$ cat src/core/mcr_pkg.sv
/*
 * Constants shared by the platform misc control register block:
 * register indices, field positions, reset values and masks.
 * Assumes a 32-bit register slave addressed by byte offset.
 */
package mcr_pkg;
    // Register offsets; address_i carries the byte offset in the block.
    localparam logic [3:0]  IDX_SLAVE_PRESENCE  = 4'h8;
    localparam logic [3:0]  IDX_MASTER_PRESENCE = 4'ha;
    localparam logic [3:0]  IDX_PLATFORM_CTRL   = 4'hc;
    // Connection masks reported by the crossbar switch.
    localparam logic [7:0]  SLAVE_PORT_MASK     = 8'h07;
    localparam logic [7:0]  MASTER_PORT_MASK    = 8'h05;
    // Platform control field positions.
    localparam int          BIT_STALL_EN        = 16;
    localparam int          BIT_SPEC_DIS        = 15;
    localparam int          BIT_DATA_SPEC_EN    = 14;
    localparam int          BIT_CACHE_DIS       = 13;
    localparam int          BIT_INSTR_CACHE_DIS = 12;
    localparam int          BIT_DATA_CACHE_DIS  = 11;
    localparam int          BIT_CACHE_CLEAR     = 10;
    localparam int          BIT_ARBITRATION     = 9;
    // Bits that hold state; everything else reads zero.
    localparam logic [31:0] CTRL_STORE_MASK     = 32'h0001_fa00;
    localparam logic [31:0] CTRL_RESET          = 32'h0000_0000;
    localparam logic [31:0] READ_UNMAPPED       = 32'h0000_0000;
endpackage : mcr_pkg

$ cat src/core/mcr_ctrl_if.sv
/*
 * Carrier between the register file and the flash/crossbar decoder.
 * Assumes both ends run on the same clock.
 */
`timescale 1ns/1ps
interface mcr_ctrl_if;
    logic [31:0] ctrl_word;
    logic        clear_req;

    modport regs (output ctrl_word, output clear_req);
    modport dec  (input  ctrl_word, input  clear_req);
endinterface : mcr_ctrl_if

$ cat src/core/mcr_flash_decode.sv
/*
 * Turns the platform control word into the registered enables seen by
 * the flash controller and crossbar switch, and the cache clear pulse.
 * Assumes the control word comes from logic on the same clock.
 */
`timescale 1ns/1ps
module mcr_flash_decode
    import mcr_pkg::*;
(
    input  wire logic clock_i,
    input  wire logic reset_n_i,
    mcr_ctrl_if.dec   ctrl,
    output logic      spec_instr_en_o,
    output logic      spec_data_en_o,
    output logic      cache_instr_en_o,
    output logic      cache_data_en_o,
    output logic      flash_busy_stall_enable_o,
    output logic      arbitration_select_o,
    output logic      cache_clear_o
);
    logic [31:0] w;
    assign w = ctrl.ctrl_word;

    // Speculation and cache enables follow the control word one cycle on.
    always_ff @(posedge clock_i or negedge reset_n_i) begin
        if (!reset_n_i) begin
            spec_instr_en_o  <= 1'b1;
            spec_data_en_o   <= 1'b0;
            cache_instr_en_o <= 1'b1;
            cache_data_en_o  <= 1'b1;
        end else begin
            spec_instr_en_o  <= !w[BIT_SPEC_DIS];
            spec_data_en_o   <= !w[BIT_SPEC_DIS] && w[BIT_DATA_SPEC_EN];
            cache_instr_en_o <= !w[BIT_CACHE_DIS]
                                && !w[BIT_INSTR_CACHE_DIS];
            cache_data_en_o  <= !w[BIT_CACHE_DIS]
                                && !w[BIT_DATA_CACHE_DIS];
        end
    end

    // Stall enable, arbitration policy and the clear pulse.
    always_ff @(posedge clock_i or negedge reset_n_i) begin
        if (!reset_n_i) begin
            flash_busy_stall_enable_o <= 1'b0;
            arbitration_select_o      <= 1'b0;
            cache_clear_o             <= 1'b0;
        end else begin
            flash_busy_stall_enable_o <= w[BIT_STALL_EN];
            arbitration_select_o      <= w[BIT_ARBITRATION];
            cache_clear_o             <= ctrl.clear_req;
        end
    end

    property p_spec_decode;
        @(posedge clock_i) disable iff (!reset_n_i)
        ##1 spec_data_en_o == ($past(w[BIT_DATA_SPEC_EN])
            && !$past(w[BIT_SPEC_DIS]));
    endproperty
    a_spec_decode: assert property (p_spec_decode)
        else $error("Data speculation enable does not match control.");

    property p_cache_decode;
        @(posedge clock_i) disable iff (!reset_n_i)
        w[BIT_CACHE_DIS] |=> !cache_instr_en_o && !cache_data_en_o;
    endproperty
    a_cache_decode: assert property (p_cache_decode)
        else $error("Cache stays on while disabled.");

    property p_stall_policy;
        @(posedge clock_i) disable iff (!reset_n_i)
        ##1 flash_busy_stall_enable_o == $past(w[BIT_STALL_EN])
            && arbitration_select_o == $past(w[BIT_ARBITRATION]);
    endproperty
    a_stall_policy: assert property (p_stall_policy)
        else $error("Stall or arbitration output does not follow control.");

    property p_reset_state;
        @(posedge clock_i) disable iff (!reset_n_i)
        (w == CTRL_RESET) |=> spec_instr_en_o && !spec_data_en_o
            && cache_instr_en_o && cache_data_en_o;
    endproperty
    a_reset_state: assert property (p_reset_state)
        else $error("Default flash configuration is wrong.");
endmodule : mcr_flash_decode

$ cat src/core/mcr_regs.sv
/*
 * Platform misc control register block: two read-only crossbar
 * connection masks and the platform control register, reached over
 * an Avalon-MM slave with waitrequest and one wait state per access.
 * Assumes a master on clock_i that puts the register's byte offset on
 * address_i and holds its request until it sees waitrequest low.
 */
// Contract
// Read-only 16-bit slave connection register.
// Bit n marks slave port n.
// Read-only 16-bit master connection register.
// Bit n marks master port n.
// One means present, zero means absent.
// Reserved bits read zero, ignore writes.
// Reset: speculation for instructions only.
// Speculation disable bit overrides data enable.
// Reset: cache on for both fetch types.
// Cache disable overrides per-type disables.
// Bit sixteen enables stalling while flash busy.
// Writing one clears cache, reads zero.
// Bit nine picks fixed or round-robin.
// Slave register at offset 8 reads 0007.
// Master register at offset A reads 0005.
`timescale 1ns/1ps
module mcr_regs
    import mcr_pkg::*;
(
    input  wire logic        clock_i,
    input  wire logic        reset_n_i,
    input  wire logic [3:0]  address_i,
    input  wire logic        read_i,
    input  wire logic        write_i,
    input  wire logic [3:0]  byteenable_i,
    input  wire logic [31:0] writedata_i,
    output logic [31:0]      readdata_o,
    output logic             waitrequest_o,
    output logic             spec_instr_en_o,
    output logic             spec_data_en_o,
    output logic             cache_instr_en_o,
    output logic             cache_data_en_o,
    output logic             flash_busy_stall_enable_o,
    output logic             arbitration_select_o,
    output logic             cache_clear_o
);
    logic [31:0] ctrl_reg;
    logic [31:0] ctrl_next;
    logic        ack_reg;
    logic [31:0] readdata_reg;
    logic        clear_reg;
    logic        req;
    logic        wr_done;
    logic        ctrl_wr;
    logic        rd_first;
    logic [31:0] be_mask;

    mcr_ctrl_if ctrl_bus ();

    // Expands the byte enables into a bit mask.
    function automatic logic [31:0] lane_mask(input logic [3:0] be);
        lane_mask = {{8{be[3]}}, {8{be[2]}}, {8{be[1]}}, {8{be[0]}}};
    endfunction : lane_mask

    // True when an offset selects the platform control register.
    function automatic logic hits_ctrl(input logic [3:0] idx);
        hits_ctrl = (idx == IDX_PLATFORM_CTRL);
    endfunction : hits_ctrl

    // Read value of a register index; unmapped words read zero.
    function automatic logic [31:0] read_value(
        input logic [3:0]  idx,
        input logic [31:0] ctrl
    );
        case (idx)
            IDX_SLAVE_PRESENCE:  read_value = {24'h0, SLAVE_PORT_MASK};
            IDX_MASTER_PRESENCE: read_value = {24'h0, MASTER_PORT_MASK};
            IDX_PLATFORM_CTRL:   read_value = ctrl & CTRL_STORE_MASK;
            default:             read_value = READ_UNMAPPED;
        endcase
    endfunction : read_value

    // A request is held by the master until waitrequest drops.
    assign req      = read_i || write_i;
    assign rd_first = read_i && !ack_reg;
    assign wr_done  = write_i && ack_reg;
    assign ctrl_wr  = wr_done && hits_ctrl(address_i);
    assign be_mask  = lane_mask(byteenable_i);

    // Every access sees exactly one wait state.
    assign waitrequest_o = req && !ack_reg;

    always_ff @(posedge clock_i or negedge reset_n_i) begin
        if (!reset_n_i) begin
            ack_reg <= 1'b0;
        end else begin
            ack_reg <= req && !ack_reg;
        end
    end

    // Read data is captured in the wait cycle and stands at the ack edge.
    always_ff @(posedge clock_i or negedge reset_n_i) begin
        if (!reset_n_i) begin
            readdata_reg <= 32'h0000_0000;
        end else if (rd_first) begin
            readdata_reg <= read_value(address_i, ctrl_reg);
        end
    end
    assign readdata_o = readdata_reg;

    // Only the stored control bits take writes; the masks ignore them.
    always_comb begin
        ctrl_next = ctrl_reg;
        if (ctrl_wr) begin
            ctrl_next = (ctrl_reg & ~(be_mask & CTRL_STORE_MASK))
                      | (writedata_i & be_mask & CTRL_STORE_MASK);
        end
    end

    always_ff @(posedge clock_i or negedge reset_n_i) begin
        if (!reset_n_i) begin
            ctrl_reg <= CTRL_RESET;
        end else begin
            ctrl_reg <= ctrl_next;
        end
    end

    // The clear bit is never stored; a one written makes a pulse.
    always_ff @(posedge clock_i or negedge reset_n_i) begin
        if (!reset_n_i) begin
            clear_reg <= 1'b0;
        end else begin
            clear_reg <= ctrl_wr && byteenable_i[1]
                         && writedata_i[BIT_CACHE_CLEAR];
        end
    end

    assign ctrl_bus.ctrl_word = ctrl_reg;
    assign ctrl_bus.clear_req = clear_reg;

    // Decoder drives the registered flash and crossbar controls.
    mcr_flash_decode u_decode (
        .clock_i                   (clock_i),
        .reset_n_i                 (reset_n_i),
        .ctrl                      (ctrl_bus.dec),
        .spec_instr_en_o           (spec_instr_en_o),
        .spec_data_en_o            (spec_data_en_o),
        .cache_instr_en_o          (cache_instr_en_o),
        .cache_data_en_o           (cache_data_en_o),
        .flash_busy_stall_enable_o (flash_busy_stall_enable_o),
        .arbitration_select_o      (arbitration_select_o),
        .cache_clear_o             (cache_clear_o)
    );

    // A held request is answered on the second edge.
    property p_one_wait;
        @(posedge clock_i) disable iff (!reset_n_i)
        (req && !ack_reg) ##1 req |-> !waitrequest_o;
    endproperty
    a_one_wait: assert property (p_one_wait)
        else $error("Access not answered after one wait state.");

    // Each connection mask reads its fixed value at the answer.
    property p_slave_read;
        @(posedge clock_i) disable iff (!reset_n_i)
        read_i && !waitrequest_o && address_i == IDX_SLAVE_PRESENCE
        |-> readdata_o == 32'h0000_0007;
    endproperty
    a_slave_read: assert property (p_slave_read)
        else $error("Slave connection register reads wrong value.");

    property p_master_read;
        @(posedge clock_i) disable iff (!reset_n_i)
        read_i && !waitrequest_o && address_i == IDX_MASTER_PRESENCE
        |-> readdata_o == 32'h0000_0005;
    endproperty
    a_master_read: assert property (p_master_read)
        else $error("Master connection register reads wrong value.");

    // Reserved bits of the control word never hold a one.
    property p_reserved_zero;
        @(posedge clock_i) disable iff (!reset_n_i)
        (ctrl_reg & ~CTRL_STORE_MASK) == 32'h0000_0000;
    endproperty
    a_reserved_zero: assert property (p_reserved_zero)
        else $error("Reserved control bit holds a one.");

    // A full-word write stores every implemented control bit.
    property p_ctrl_write;
        @(posedge clock_i) disable iff (!reset_n_i)
        wr_done && address_i == IDX_PLATFORM_CTRL && byteenable_i == 4'hf
        |=> ctrl_reg == ($past(writedata_i) & CTRL_STORE_MASK);
    endproperty
    a_ctrl_write: assert property (p_ctrl_write)
        else $error("Control write did not store the written bits.");

    // A one written to the clear bit makes exactly one pulse.
    property p_clear_pulse;
        @(posedge clock_i) disable iff (!reset_n_i)
        wr_done && address_i == IDX_PLATFORM_CTRL && byteenable_i[1]
        && writedata_i[BIT_CACHE_CLEAR] |-> ##2 cache_clear_o ##1
        !cache_clear_o;
    endproperty
    a_clear_pulse: assert property (p_clear_pulse)
        else $error("Cache clear pulse missing or too long.");

    property p_clear_reads_zero;
        @(posedge clock_i) disable iff (!reset_n_i)
        read_i && !waitrequest_o |-> !readdata_o[BIT_CACHE_CLEAR];
    endproperty
    a_clear_reads_zero: assert property (p_clear_reads_zero)
        else $error("Cache clear bit reads back as one.");

    // Writes outside the control register leave its state alone.
    property p_ro_unchanged;
        @(posedge clock_i) disable iff (!reset_n_i)
        wr_done && address_i != IDX_PLATFORM_CTRL |=> $stable(ctrl_reg);
    endproperty
    a_ro_unchanged: assert property (p_ro_unchanged)
        else $error("Write outside control register changed state.");

    // The policy output follows the written select bit.
    property p_policy_follow;
        @(posedge clock_i) disable iff (!reset_n_i)
        wr_done && address_i == IDX_PLATFORM_CTRL && byteenable_i[1]
        |-> ##2 arbitration_select_o
            == $past(writedata_i[BIT_ARBITRATION], 2);
    endproperty
    a_policy_follow: assert property (p_policy_follow)
        else $error("Arbitration select does not follow write.");

    // The first edge of every request sees waitrequest high.
    property p_first_wait;
        @(posedge clock_i) disable iff (!reset_n_i)
        $rose(req) |-> waitrequest_o;
    endproperty
    a_first_wait: assert property (p_first_wait)
        else $error("Request answered without its wait state.");

    // Read data stands for the cycle after the answer.
    property p_read_hold;
        @(posedge clock_i) disable iff (!reset_n_i)
        read_i && !waitrequest_o |=> $stable(readdata_o);
    endproperty
    a_read_hold: assert property (p_read_hold)
        else $error("Read data changed right after the answer.");

    // Reserved and clear bits of the control word always read zero.
    property p_ctrl_read_reserved;
        @(posedge clock_i) disable iff (!reset_n_i)
        read_i && !waitrequest_o && hits_ctrl(address_i)
        |-> (readdata_o & ~CTRL_STORE_MASK) == 32'h0000_0000;
    endproperty
    a_ctrl_read_reserved: assert property (p_ctrl_read_reserved)
        else $error("Control register reads a reserved one.");

    // Offsets outside the three registers read zero.
    property p_unmapped_read;
        @(posedge clock_i) disable iff (!reset_n_i)
        read_i && !waitrequest_o && address_i != IDX_SLAVE_PRESENCE
        && address_i != IDX_MASTER_PRESENCE && !hits_ctrl(address_i)
        |-> readdata_o == 32'h0000_0000;
    endproperty
    a_unmapped_read: assert property (p_unmapped_read)
        else $error("Unmapped offset reads a nonzero value.");

    // A write without byte lane two leaves the stall enable alone.
    property p_stall_lane;
        @(posedge clock_i) disable iff (!reset_n_i)
        ctrl_wr && !byteenable_i[2]
        |=> ctrl_reg[BIT_STALL_EN] == $past(ctrl_reg[BIT_STALL_EN]);
    endproperty
    a_stall_lane: assert property (p_stall_lane)
        else $error("Stall enable changed by a masked byte lane.");

    // A write without byte lane one leaves the flash and policy bits.
    property p_flash_lane;
        @(posedge clock_i) disable iff (!reset_n_i)
        ctrl_wr && !byteenable_i[1]
        |=> ctrl_reg[BIT_SPEC_DIS:BIT_ARBITRATION]
            == $past(ctrl_reg[BIT_SPEC_DIS:BIT_ARBITRATION]);
    endproperty
    a_flash_lane: assert property (p_flash_lane)
        else $error("Flash or policy bits changed by a masked lane.");

    // The clear pulse lasts a single cycle.
    property p_clear_one_cycle;
        @(posedge clock_i) disable iff (!reset_n_i)
        cache_clear_o |=> !cache_clear_o;
    endproperty
    a_clear_one_cycle: assert property (p_clear_one_cycle)
        else $error("Cache clear pulse held for two cycles.");

    // Writing zero to the clear bit, or masking its lane, does nothing.
    property p_clear_needs_one;
        @(posedge clock_i) disable iff (!reset_n_i)
        ctrl_wr && !(byteenable_i[1] && writedata_i[BIT_CACHE_CLEAR])
        |-> ##2 !cache_clear_o;
    endproperty
    a_clear_needs_one: assert property (p_clear_needs_one)
        else $error("Cache clear pulse without a one written.");

    // Writes to the mask registers never start a cache clear.
    property p_mask_write_quiet;
        @(posedge clock_i) disable iff (!reset_n_i)
        wr_done && !hits_ctrl(address_i) |=> !clear_reg;
    endproperty
    a_mask_write_quiet: assert property (p_mask_write_quiet)
        else $error("Write outside control register made a clear.");

    c_read_slave: cover property (@(posedge clock_i) disable iff (!reset_n_i)
        read_i && !waitrequest_o && address_i == IDX_SLAVE_PRESENCE);
    c_write_ctrl: cover property (@(posedge clock_i) disable iff (!reset_n_i)
        wr_done && address_i == IDX_PLATFORM_CTRL);
    c_clear: cover property (@(posedge clock_i) disable iff (!reset_n_i)
        cache_clear_o);
    c_unmapped: cover property (@(posedge clock_i) disable iff (!reset_n_i)
        read_i && !waitrequest_o && address_i == 4'h0);
    c_stall_lane: cover property (@(posedge clock_i) disable iff (!reset_n_i)
        ctrl_wr && !byteenable_i[2]);
endmodule : mcr_regs

$ cat config.mk
export PLATFORM = sky130hd
export DESIGN_NAME = mcr_regs
export DESIGN_NICKNAME = d
export VERILOG_FILES = /design/src/core/mcr_pkg.sv /design/src/core/mcr_ctrl_if.sv /design/src/core/mcr_flash_decode.sv /design/src/core/mcr_regs.sv
export SDC_FILE = /design/constraint.sdc
export NUM_CORES = 1
export LEC_CHECK = 0
export BUFFER_PORTS_ARGS = -buffer_cell sky130_fd_sc_hd__clkbuf_2
export CORE_MARGIN = 10
export CORE_UTILIZATION = 39
export DETAILED_ROUTE_END_ITERATION = 12
export HOLD_SLACK_MARGIN = 0.02
export PLACE_DENSITY = 0.79
export SLEW_MARGIN = 20
export SYNTH_ARGS = -nofsm -noshare
export SYNTH_HDL_FRONTEND = slang
export SYNTH_HIERARCHICAL = 1
export SYNTH_SLANG_ARGS = --single-unit
$ cat constraint.sdc
create_clock -name clock_i -period 1.5 [get_ports clock_i]
set_input_delay 0.15 -clock clock_i [delete_from_list [all_inputs] [get_ports clock_i]]
set_output_delay 0.15 -clock clock_i [all_outputs]
set_load 0.01 [all_outputs]
## After elaboration in Yosys (flattened, before gate mapping)

Index checks and enable logic that the tools add are counted.

| cells by class | value |
|---|---|
| eq/ne operators | 3 |
| muxes and demuxes | 1 |
| bitwise operators | 4 |
| reductions and logical operators | 15 |

Operators by type and width:

| operator | count |
|---|---|
| $pmux W17 S3 | 1 |
| $and A32 B32 Y32 | 1 |
| $not A17 Y32 | 1 |
| $or A32 B17 Y32 | 1 |
| $and A17 B17 Y17 | 1 |
| $eq A4 B4 Y1 const B | 3 |
| $logic_and A1 B1 Y1 | 9 |
| $logic_not A1 Y1 | 5 |
| $logic_or A1 B1 Y1 | 1 |

| word-level totals | value |
|---|---|
| bits in registers | 73 |
| input port bits | 44 |
| output and inout bits | 40 |
| word-level logic and storage cells | 34 |

## Logic depth before layout (Yosys ltp)

Gate-level depths: netlist of the first run.

| logic depth | value |
|---|---|
| depth after elaboration | 4 |
| mapped depth | 4 |
| depth with buffers taken out | 3 |

## Cells and area by module

The synthesis of the first run kept the hierarchy.

By module, submodules not included:

| module | times used | cells an instance | area each (um2) | seq. area each (um2) |
|---|---|---|---|---|
| mcr_regs | 1 | 73 | 887.1 | 450.4 |
| mcr_flash_decode | 1 | 11 | 196.4 | 178.9 |

## Worst setup path before layout of the first run

No wires, ideal clock.

| timing path | value |
|---|---|
| path kind | flip-flop to flip-flop |
| start point | register ack_reg |
| end point | register readdata_reg[13] (netlist: readdata_o[13]) |
| library setup time | 0.121 ns |
| arrival | 0.956 ns |
| data required time | 1.379 ns |
| setup slack | 0.423 ns |
| stages on the path, launching flop included | 4 |
| path buffers | 1 |
| clock period less this slack | 1.077 ns |
| path through | dfrtp_1 nand2b_1 buf_2 a22o_1 |

| on the way | value |
|---|---|
| word-level cells in the longest chain between the ends | 2 |

Ends and longest elaborated chain:

| what | line | RTL |
|---|---|---|
| start: declaration | mcr_regs.sv:47 | `logic ack_reg;` |
| start signal: assignment | mcr_regs.sv:95 | `ack_reg <= req && !ack_reg;` |
| $logic_not A1 Y1 | mcr_regs.sv:83 | `assign rd_first = read_i && !ack_reg;` |
| $logic_and A1 B1 Y1 | mcr_regs.sv:83 |  |
| end signal: assignment | mcr_regs.sv:104 | `readdata_reg <= read_value(address_i, ctrl_reg);` |
| end: declaration | mcr_regs.sv:48 | `logic [31:0] readdata_reg;` |

Every way passes these cells.
A chain may end at the register's enable or synchronous reset.

## Final worst setup path of the first run

| timing path | value |
|---|---|
| start point | input port address_i[2] |
| end point | register readdata_reg[16] (netlist: readdata_o[16]) |

| on the way | value |
|---|---|
| word-level cells in the longest chain between the ends | 2 |
| elaborated cells between the ends (all ways) | 4 |
| classes of those cells | eq/ne: 3; mux: 1 |

Ends and longest elaborated chain:

| what | line | RTL |
|---|---|---|
| start: declaration | mcr_regs.sv:30 | `input wire logic [3:0] address_i,` |
| $eq A4 B4 Y1 | mcr_regs.sv:73 | `case (idx)` |
| $pmux W17 S3 * | mcr_regs.sv:73 |  |

Every way passes the cells marked *; elsewhere a longest branch is shown, timed or not.

==> results of run 1 <==
## path summary, 6_finish.rpt
| kind | endpoint | slack, ns | cells after the start |
|---|---|---|---|
| max in group asynchronous | asynchronous set/reset pin | 0.73 | 2 |
| min | readdata_o[2] | 0.03 | 2 |
| min reg2reg | u_decode/cache_clear_o | 0.36 | 0 |
| min in group asynchronous | readdata_o[15] | 0.37 | 2 |
| max reg2reg | readdata_o[16] | 0.24 | 2 |
| max | readdata_o[16] | 0.10 | 5 |
## where the power goes
| part | internal, W | switching [W] |
|---|---|---|
| clock network | 0.000104 | 0.000194 |
| registers | 0.000748 | 0.0000362 |
| logic | 0.0000790 | 0.000114 |
| total | 0.000931 | 0.000344 |
## layer usage
layer / wire (um) / GRT usage / vias to the layer above
li1: - / - / 313
met3: 279 / 0.0435 / 4
met5: 0 / 0 / -
met1: 816 / 0.0924 / 324
met2: 1170 / 0.145 / 29
met4: 21 / 0.0380 / 0
## cell usage in the layout, fill, tap and decap left out
cell           netlist  routed
conb_1               1      22
and3b_1              1       1
o41ai_1              1       1
nand4_1              1       1
nand2_1              2       2
clkbuf_4             0       3
a22o_1               7       7
or4_2                1       1
o21ai_0              1       1
mux2_2               7       7
and3_2               1       1
clkbuf_1             0       1
and4bb_2             1       1
nor2_1               4       4
clkbuf_2             0      35
dfrtp_1             22      22
dfstp_2              3       3
nand4_4              1       1
inv_1                2       2
nand2b_1             1       1
nor2b_1              1       1
dlygate4sd3_1        0       2
and3_1               1       1
## per-stage QoR
stage | instances | total power (W)
after global placement | 146 | 0.000979
final | 152 | 0.00127
after floorplan | 105 | 0.000939
after global routing | 152 | 0.00136
after CTS | 152 | 0.00130
after detailed placement | 146 | 0.000990
## final cells by class
type | count | area (um^2)
Fill cell | 278 | 1470
Sequential cell | 25 | 629
Multi-Input combinational cell | 53 | 343
Timing Repair Buffer | 37 | 195
Tap cell | 31 | 38.8
Clock buffer | 4 | 26.3
Inverter | 2 | 7.51
## worst max-delay path: cells and delay by family
kind | cells | cell delay (ns)
AO/OA/AOI/OAI | 1 | 0.19
AND/OR/NAND/NOR | 2 | 0.66
buffers and inverters | 2 | 0.65
## timing repair
item,CTS,global route
hold buffers,2,0
setup endpoints to repair,0,0
endpoints found under the hold margin,23,0
buffers inserted,0,0
## kinds of logic (layout without fill, tap and decap cells)
logic type	Yosys count	count (layout)	synth area share
mux	7	7	0.0728
simple gates	15	15	0.0982
buf+inv	27	43	0.176
other cells	1	22	0.00346
flops	25	25	0.581
compound gates	9	9	0.0693
==> results.sh, run 1 <==
export IMPL_htree_num_levels=1
export IMPL_rsz0062_at_grt="false"
export IMPL_syn_inst=84
export IMPL_stdcell_area_mm2=0.00124
export IMPL_whs_ns=0.0336
export IMPL_slowest_delay_ns=0.53
export IMPL_clk_pin_slew_ns=0.13
export IMPL_grt_max_degree=26
export IMPL_max_slew_margin=0.582
export IMPL_yosys_area_top_type="dfrtp_1"
export IMPL_maxCapViolations=0
export IMPL_finalHoldViolations=0
export IMPL_die_h_um=72.7
export IMPL_cp_cell_sequence="dlygate4sd3_1, clkbuf_2, and4bb_2, and3b_1, a22o_1"
export IMPL_cp_data_required_time_ns=1.76
export IMPL_ios=84
export IMPL_globalplace_congestion=0.703
export IMPL_finalCriticalPeriod_ns=1.40
export IMPL_grt_pass1_vias=751
export IMPL_status="completed"
export IMPL_num_rows=19
export IMPL_drv_slew=0
export IMPL_cp_slowest_cell="dlygate4sd3_1"
export IMPL_clk_latency_ns=0.31
export IMPL_yosysSeqAreaShare=0.581
export IMPL_fmax_mhz=716
export IMPL_synthTopCellsByCount="buf_4, dfrtp_1, a22o_1, mux2_2, nor2_1"
export IMPL_cellPowerDensity_mw_per_mm2=1030
export IMPL_drtPass1Iterations=4
export IMPL_fin_skew_ns=0.00330
export IMPL_worstSetupPathType="input pin to flop"
export IMPL_syn_area_mm2=0.00108
export IMPL_cts_resized=0
export IMPL_setup_ws_ns=0.102
export IMPL_setup_worst_path_start="address_i[2]"
export IMPL_start_util=0.400
export IMPL_endpoint_kind="flop"
export IMPL_p_leak_nw=0.688
export IMPL_die_area_mm2=0.00529
export IMPL_grt_use_total=0.0880
export IMPL_cts_tree="built"
export IMPL_final_antenna_net_count=0
export IMPL_finalSetupViolCount=0
export IMPL_core_area_mm2=0.00271
export IMPL_hpwlAfterDp_um=1830
export IMPL_r2r_start="ack_reg"
export IMPL_drcViolationCount=0
export IMPL_critPathLaunchType="input pin"
export IMPL_hp_class="input pin to flop"
export IMPL_die_width_um=72.7
export IMPL_initialDrtViolationCount=19
export IMPL_synth_most_common_cell="buf_4"
export IMPL_cts_root_buffer="clkbuf_4"
export IMPL_synth_edf_count=0
export IMPL_worstPathMaxFanout=7
export IMPL_cts_buffer_depth=2
export IMPL_avgSynthCellArea_um2=12.9
export IMPL_nets=166
export IMPL_tns_ns=0
export IMPL_placed_area_mm2=0.00119
export IMPL_tightest_slew_ns=0.627
export IMPL_async_reset_ff_frac=1.00
export IMPL_cts_buffers=3
export IMPL_diodes=0
export IMPL_grt_pass1_wl_um=3750
export IMPL_vias_per_cell=4.41
export IMPL_synth_cell_types=21
export IMPL_grt_overflow_total=0
export IMPL_cts_num_sinks=25
export IMPL_drt_wl_total_um=2280
export IMPL_synth_warning_count=6
export IMPL_syn_to_final_growth_pct=14.4
export IMPL_synth_flop_cell="dfrtp_1"
export IMPL_post_place_ws_ns=0.228
export IMPL_fin_crit_sh=0.932
export IMPL_cp_data_arrival_time_ns=1.66
export IMPL_grt_antenna_before_repair=0
export IMPL_drive_above_1_share=0.430
export IMPL_io_buffers=35
export IMPL_wire_per_inst_um=15.0
export IMPL_ir_drop_uv=534
export IMPL_hold_path_startpoint="address_i[0]"
export IMPL_synth_ff_latch_count=25
export IMPL_via_count=670
export IMPL_synth_area_top_cells="dfrtp_1, buf_4, dfstp_2"
export IMPL_synth_top_area_share=0.508
export IMPL_fin_util=0.458
No activity file was read; power rests on OpenSTA's default activity.
==> run 2: changes to the inputs <==
--- a/config.mk
+++ b/config.mk
@@ -5,12 +5,13 @@
 export SDC_FILE = /design/constraint.sdc
 export NUM_CORES = 1
 export LEC_CHECK = 0
+export ABC_AREA = 1
 export BUFFER_PORTS_ARGS = -buffer_cell sky130_fd_sc_hd__clkbuf_2
 export CORE_MARGIN = 10
 export CORE_UTILIZATION = 39
 export DETAILED_ROUTE_END_ITERATION = 12
 export HOLD_SLACK_MARGIN = 0.02
-export PLACE_DENSITY = 0.79
+export PLACE_DENSITY = 0.78
 export SLEW_MARGIN = 20
 export SYNTH_ARGS = -nofsm -noshare
 export SYNTH_HDL_FRONTEND = slang
==> results.sh, run 2 <==
export IMPL_initialDrtViolationCount=51
export IMPL_syn_inst=122
export IMPL_vias_per_cell=4.35
export IMPL_num_rows=19
export IMPL_p_switching_w=0.000357
export IMPL_async_reset_ff_frac=1.00
export IMPL_hp_class="input pin to flop"
export IMPL_postCtsSetupRepairBufs=0
export IMPL_cp_data_required_time_ns=1.35
export IMPL_critPathLaunchType="flop"
export IMPL_core_area_mm2=0.00278
export IMPL_grt_pass1_wl_um=3790
export IMPL_cp_slowest_cell="dfrtp_1"
export IMPL_power_frac_comb=0.167
export IMPL_cts_hold_buf=2
export IMPL_cp_cell_sequence="nor2_1, clkbuf_2"
export IMPL_switching_share=0.279
export IMPL_worstSetupPathType="flop to primary output"
export IMPL_synth_most_common_cell="nand2_1"
export IMPL_clkPwrFrac=0.221
export IMPL_worstPathMaxFanout=3
export IMPL_final_antenna_net_count=0
export IMPL_status="completed"
export IMPL_synth_warning_count=6
export IMPL_final_common_cell="clkbuf_2"
export IMPL_yosysSeqAreaShare=0.550
export IMPL_hpwlAfterDp_um=1970
export IMPL_start_util=0.412
export IMPL_synth_top_family_by_area="simple AND/OR/NAND/NOR gates"
export IMPL_diodes=0
export IMPL_syn_to_final_growth_pct=14.5
export IMPL_die_h_um=74.2
export IMPL_synth_area_top_cells="dfrtp_1, buf_4, nand2_1"
export IMPL_globalplace_congestion=0.724
export IMPL_wire_per_inst_um=12.5
export IMPL_htree_num_levels=1
export IMPL_synthTopCellsByCount="nand2_1, buf_4, dfrtp_1"
export IMPL_tightest_slew_ns=0.578
export IMPL_synth_edf_count=0
export IMPL_grt_max_degree=26
export IMPL_synth_compound_area_frac=0.00437
export IMPL_maxCapViolations=0
export IMPL_nets=206
export IMPL_syn_area_mm2=0.00114
export IMPL_synth_top_area_share=0.481
export IMPL_finalSetupViolCount=0
export IMPL_ios=84
export IMPL_cts_root_buffer="clkbuf_4"
export IMPL_finalPower_w=0.00128
export IMPL_drtPass1Iterations=5
export IMPL_io_buffers=35
export IMPL_seqPwrFrac=0.612
export IMPL_finalCriticalPeriod_ns=1.17
export IMPL_cellPowerDensity_mw_per_mm2=977
export IMPL_synth_flop_cell="dfrtp_1"
export IMPL_fin_crit_sh=0.781
export IMPL_setup_ws_ns=0.329
export IMPL_via_count=835
export IMPL_ff2ff_setup_slack_ns=0.48
export IMPL_post_place_ws_ns=0.493
export IMPL_grt_antenna_before_repair=0
export IMPL_stdcell_area_mm2=0.00131
export IMPL_cts_tree="built"
export IMPL_cts_resized=0
export IMPL_ir_drop_uv=553
export IMPL_grt_use_total=0.0858
export IMPL_cts_num_sinks=25
export IMPL_fin_util=0.471
export IMPL_die_width_um=74.2
export IMPL_avgSynthCellArea_um2=9.38
export IMPL_finalHoldViolations=0
export IMPL_drcViolationCount=0
export IMPL_p_int_w=0.000924
export IMPL_clk_pin_slew_ns=0.12
export IMPL_muxShareOfSynthArea=0
export IMPL_clk_latency_ns=0.30
export IMPL_synthXorXnorAreaFrac=0
export IMPL_die_area_mm2=0.00550
export IMPL_cts_buffers=3
export IMPL_fmax_mhz=854
export IMPL_cp_data_arrival_time_ns=1.02
export IMPL_rsz0062_at_grt="false"
export IMPL_tns_ns=0
export IMPL_drv_slew=0
export IMPL_yosys_area_top_type="dfrtp_1"
export IMPL_synth_ff_latch_count=25
export IMPL_endpoint_kind="primary output"
export IMPL_path_buf_inv=1
export IMPL_synth_fa_ha_area_frac=0
export IMPL_synth_cell_types=14
export IMPL_fin_skew_ns=0.00188
export IMPL_slowest_delay_ns=0.42
export IMPL_cpLargestDelayFamily="flip-flops"
export IMPL_grt_pass1_vias=890
export IMPL_placed_area_mm2=0.00126
export IMPL_cts_buffer_depth=2
export IMPL_max_slew_margin=0.615
export IMPL_drt_wl_total_um=2410
export IMPL_p_leak_nw=0.784
export IMPL_mostFrequentLayoutCells="clkbuf_2, nand2_1, dfrtp_1, conb_1"
export IMPL_drive_above_1_share=0.298
export IMPL_grt_overflow_total=0
export IMPL_synth_simple_area_share=0.252
## run 2: cell type report
type                       count  area [um^2]
tap                           31         38.8
fill                         272         1470
clock buffer                   4         26.3
sequential                    25          629
timing repair buffer          38          203
inverter                      10         37.5
multi-input combinational     84          377
## run 2: per-stage QoR
stage | hold WS [ns] | std cells
2_1_floorplan | -0.146 | 143
3_3_place_gp | 0.176 | 186
3_5_place_dp | 0.180 | 186
4_1_cts | 0.0329 | 192
5_1_grt | 0.0320 | 192
6_report | 0.0367 | 192
## run 2: worst paths after layout
check	cells past startpoint	from	endpoint
worst max-delay path	2	ack_reg	waitrequest_o
worst min-delay path	2	address_i[1]	readdata_o[1]
worst max register to register	5	ack_reg	flop
worst min register to register	0	clear_reg	u_decode/cache_clear_o
max in group asynchronous	2	reset_n_i	u_decode/cache_instr_en_o
min in group asynchronous	2	reset_n_i	u_decode/spec_data_en_o
## run 2: power groups by stage
stage	logic (W)	clock network [W]	registers (W)
after floorplan	0.000141	0	0.000810
after global placement	0.000208	0	0.000794
after detailed placement	0.000212	0	0.000798
after CTS	0.000217	0.000292	0.000785
after global routing	0.000244	0.000323	0.000794
final	0.000214	0.000284	0.000784
## run 2: layer usage
layer | wire, um | global-route usage
met1 | 1020 | 0.0934
met2 | 1140 | 0.149
met3 | 241 | 0.0359
met4 | 15 | 0.0248
met5 | 0 | 0
## run 2: worst register-to-register path: stages, from the launching register on
cell and delay (ns):
dfrtp_1 0.40, nand2_1 0.08, inv_2 0.15, nand4_4 0.16, nand2_1 0.10, nand2_1 0.05
## run 2: kinds of logic after synthesis
logic type,after synthesis
AO/OA/AOI/OAI,1
buffers and inverters,34
flip-flops,25
other,1
AND/OR/NAND/NOR,61
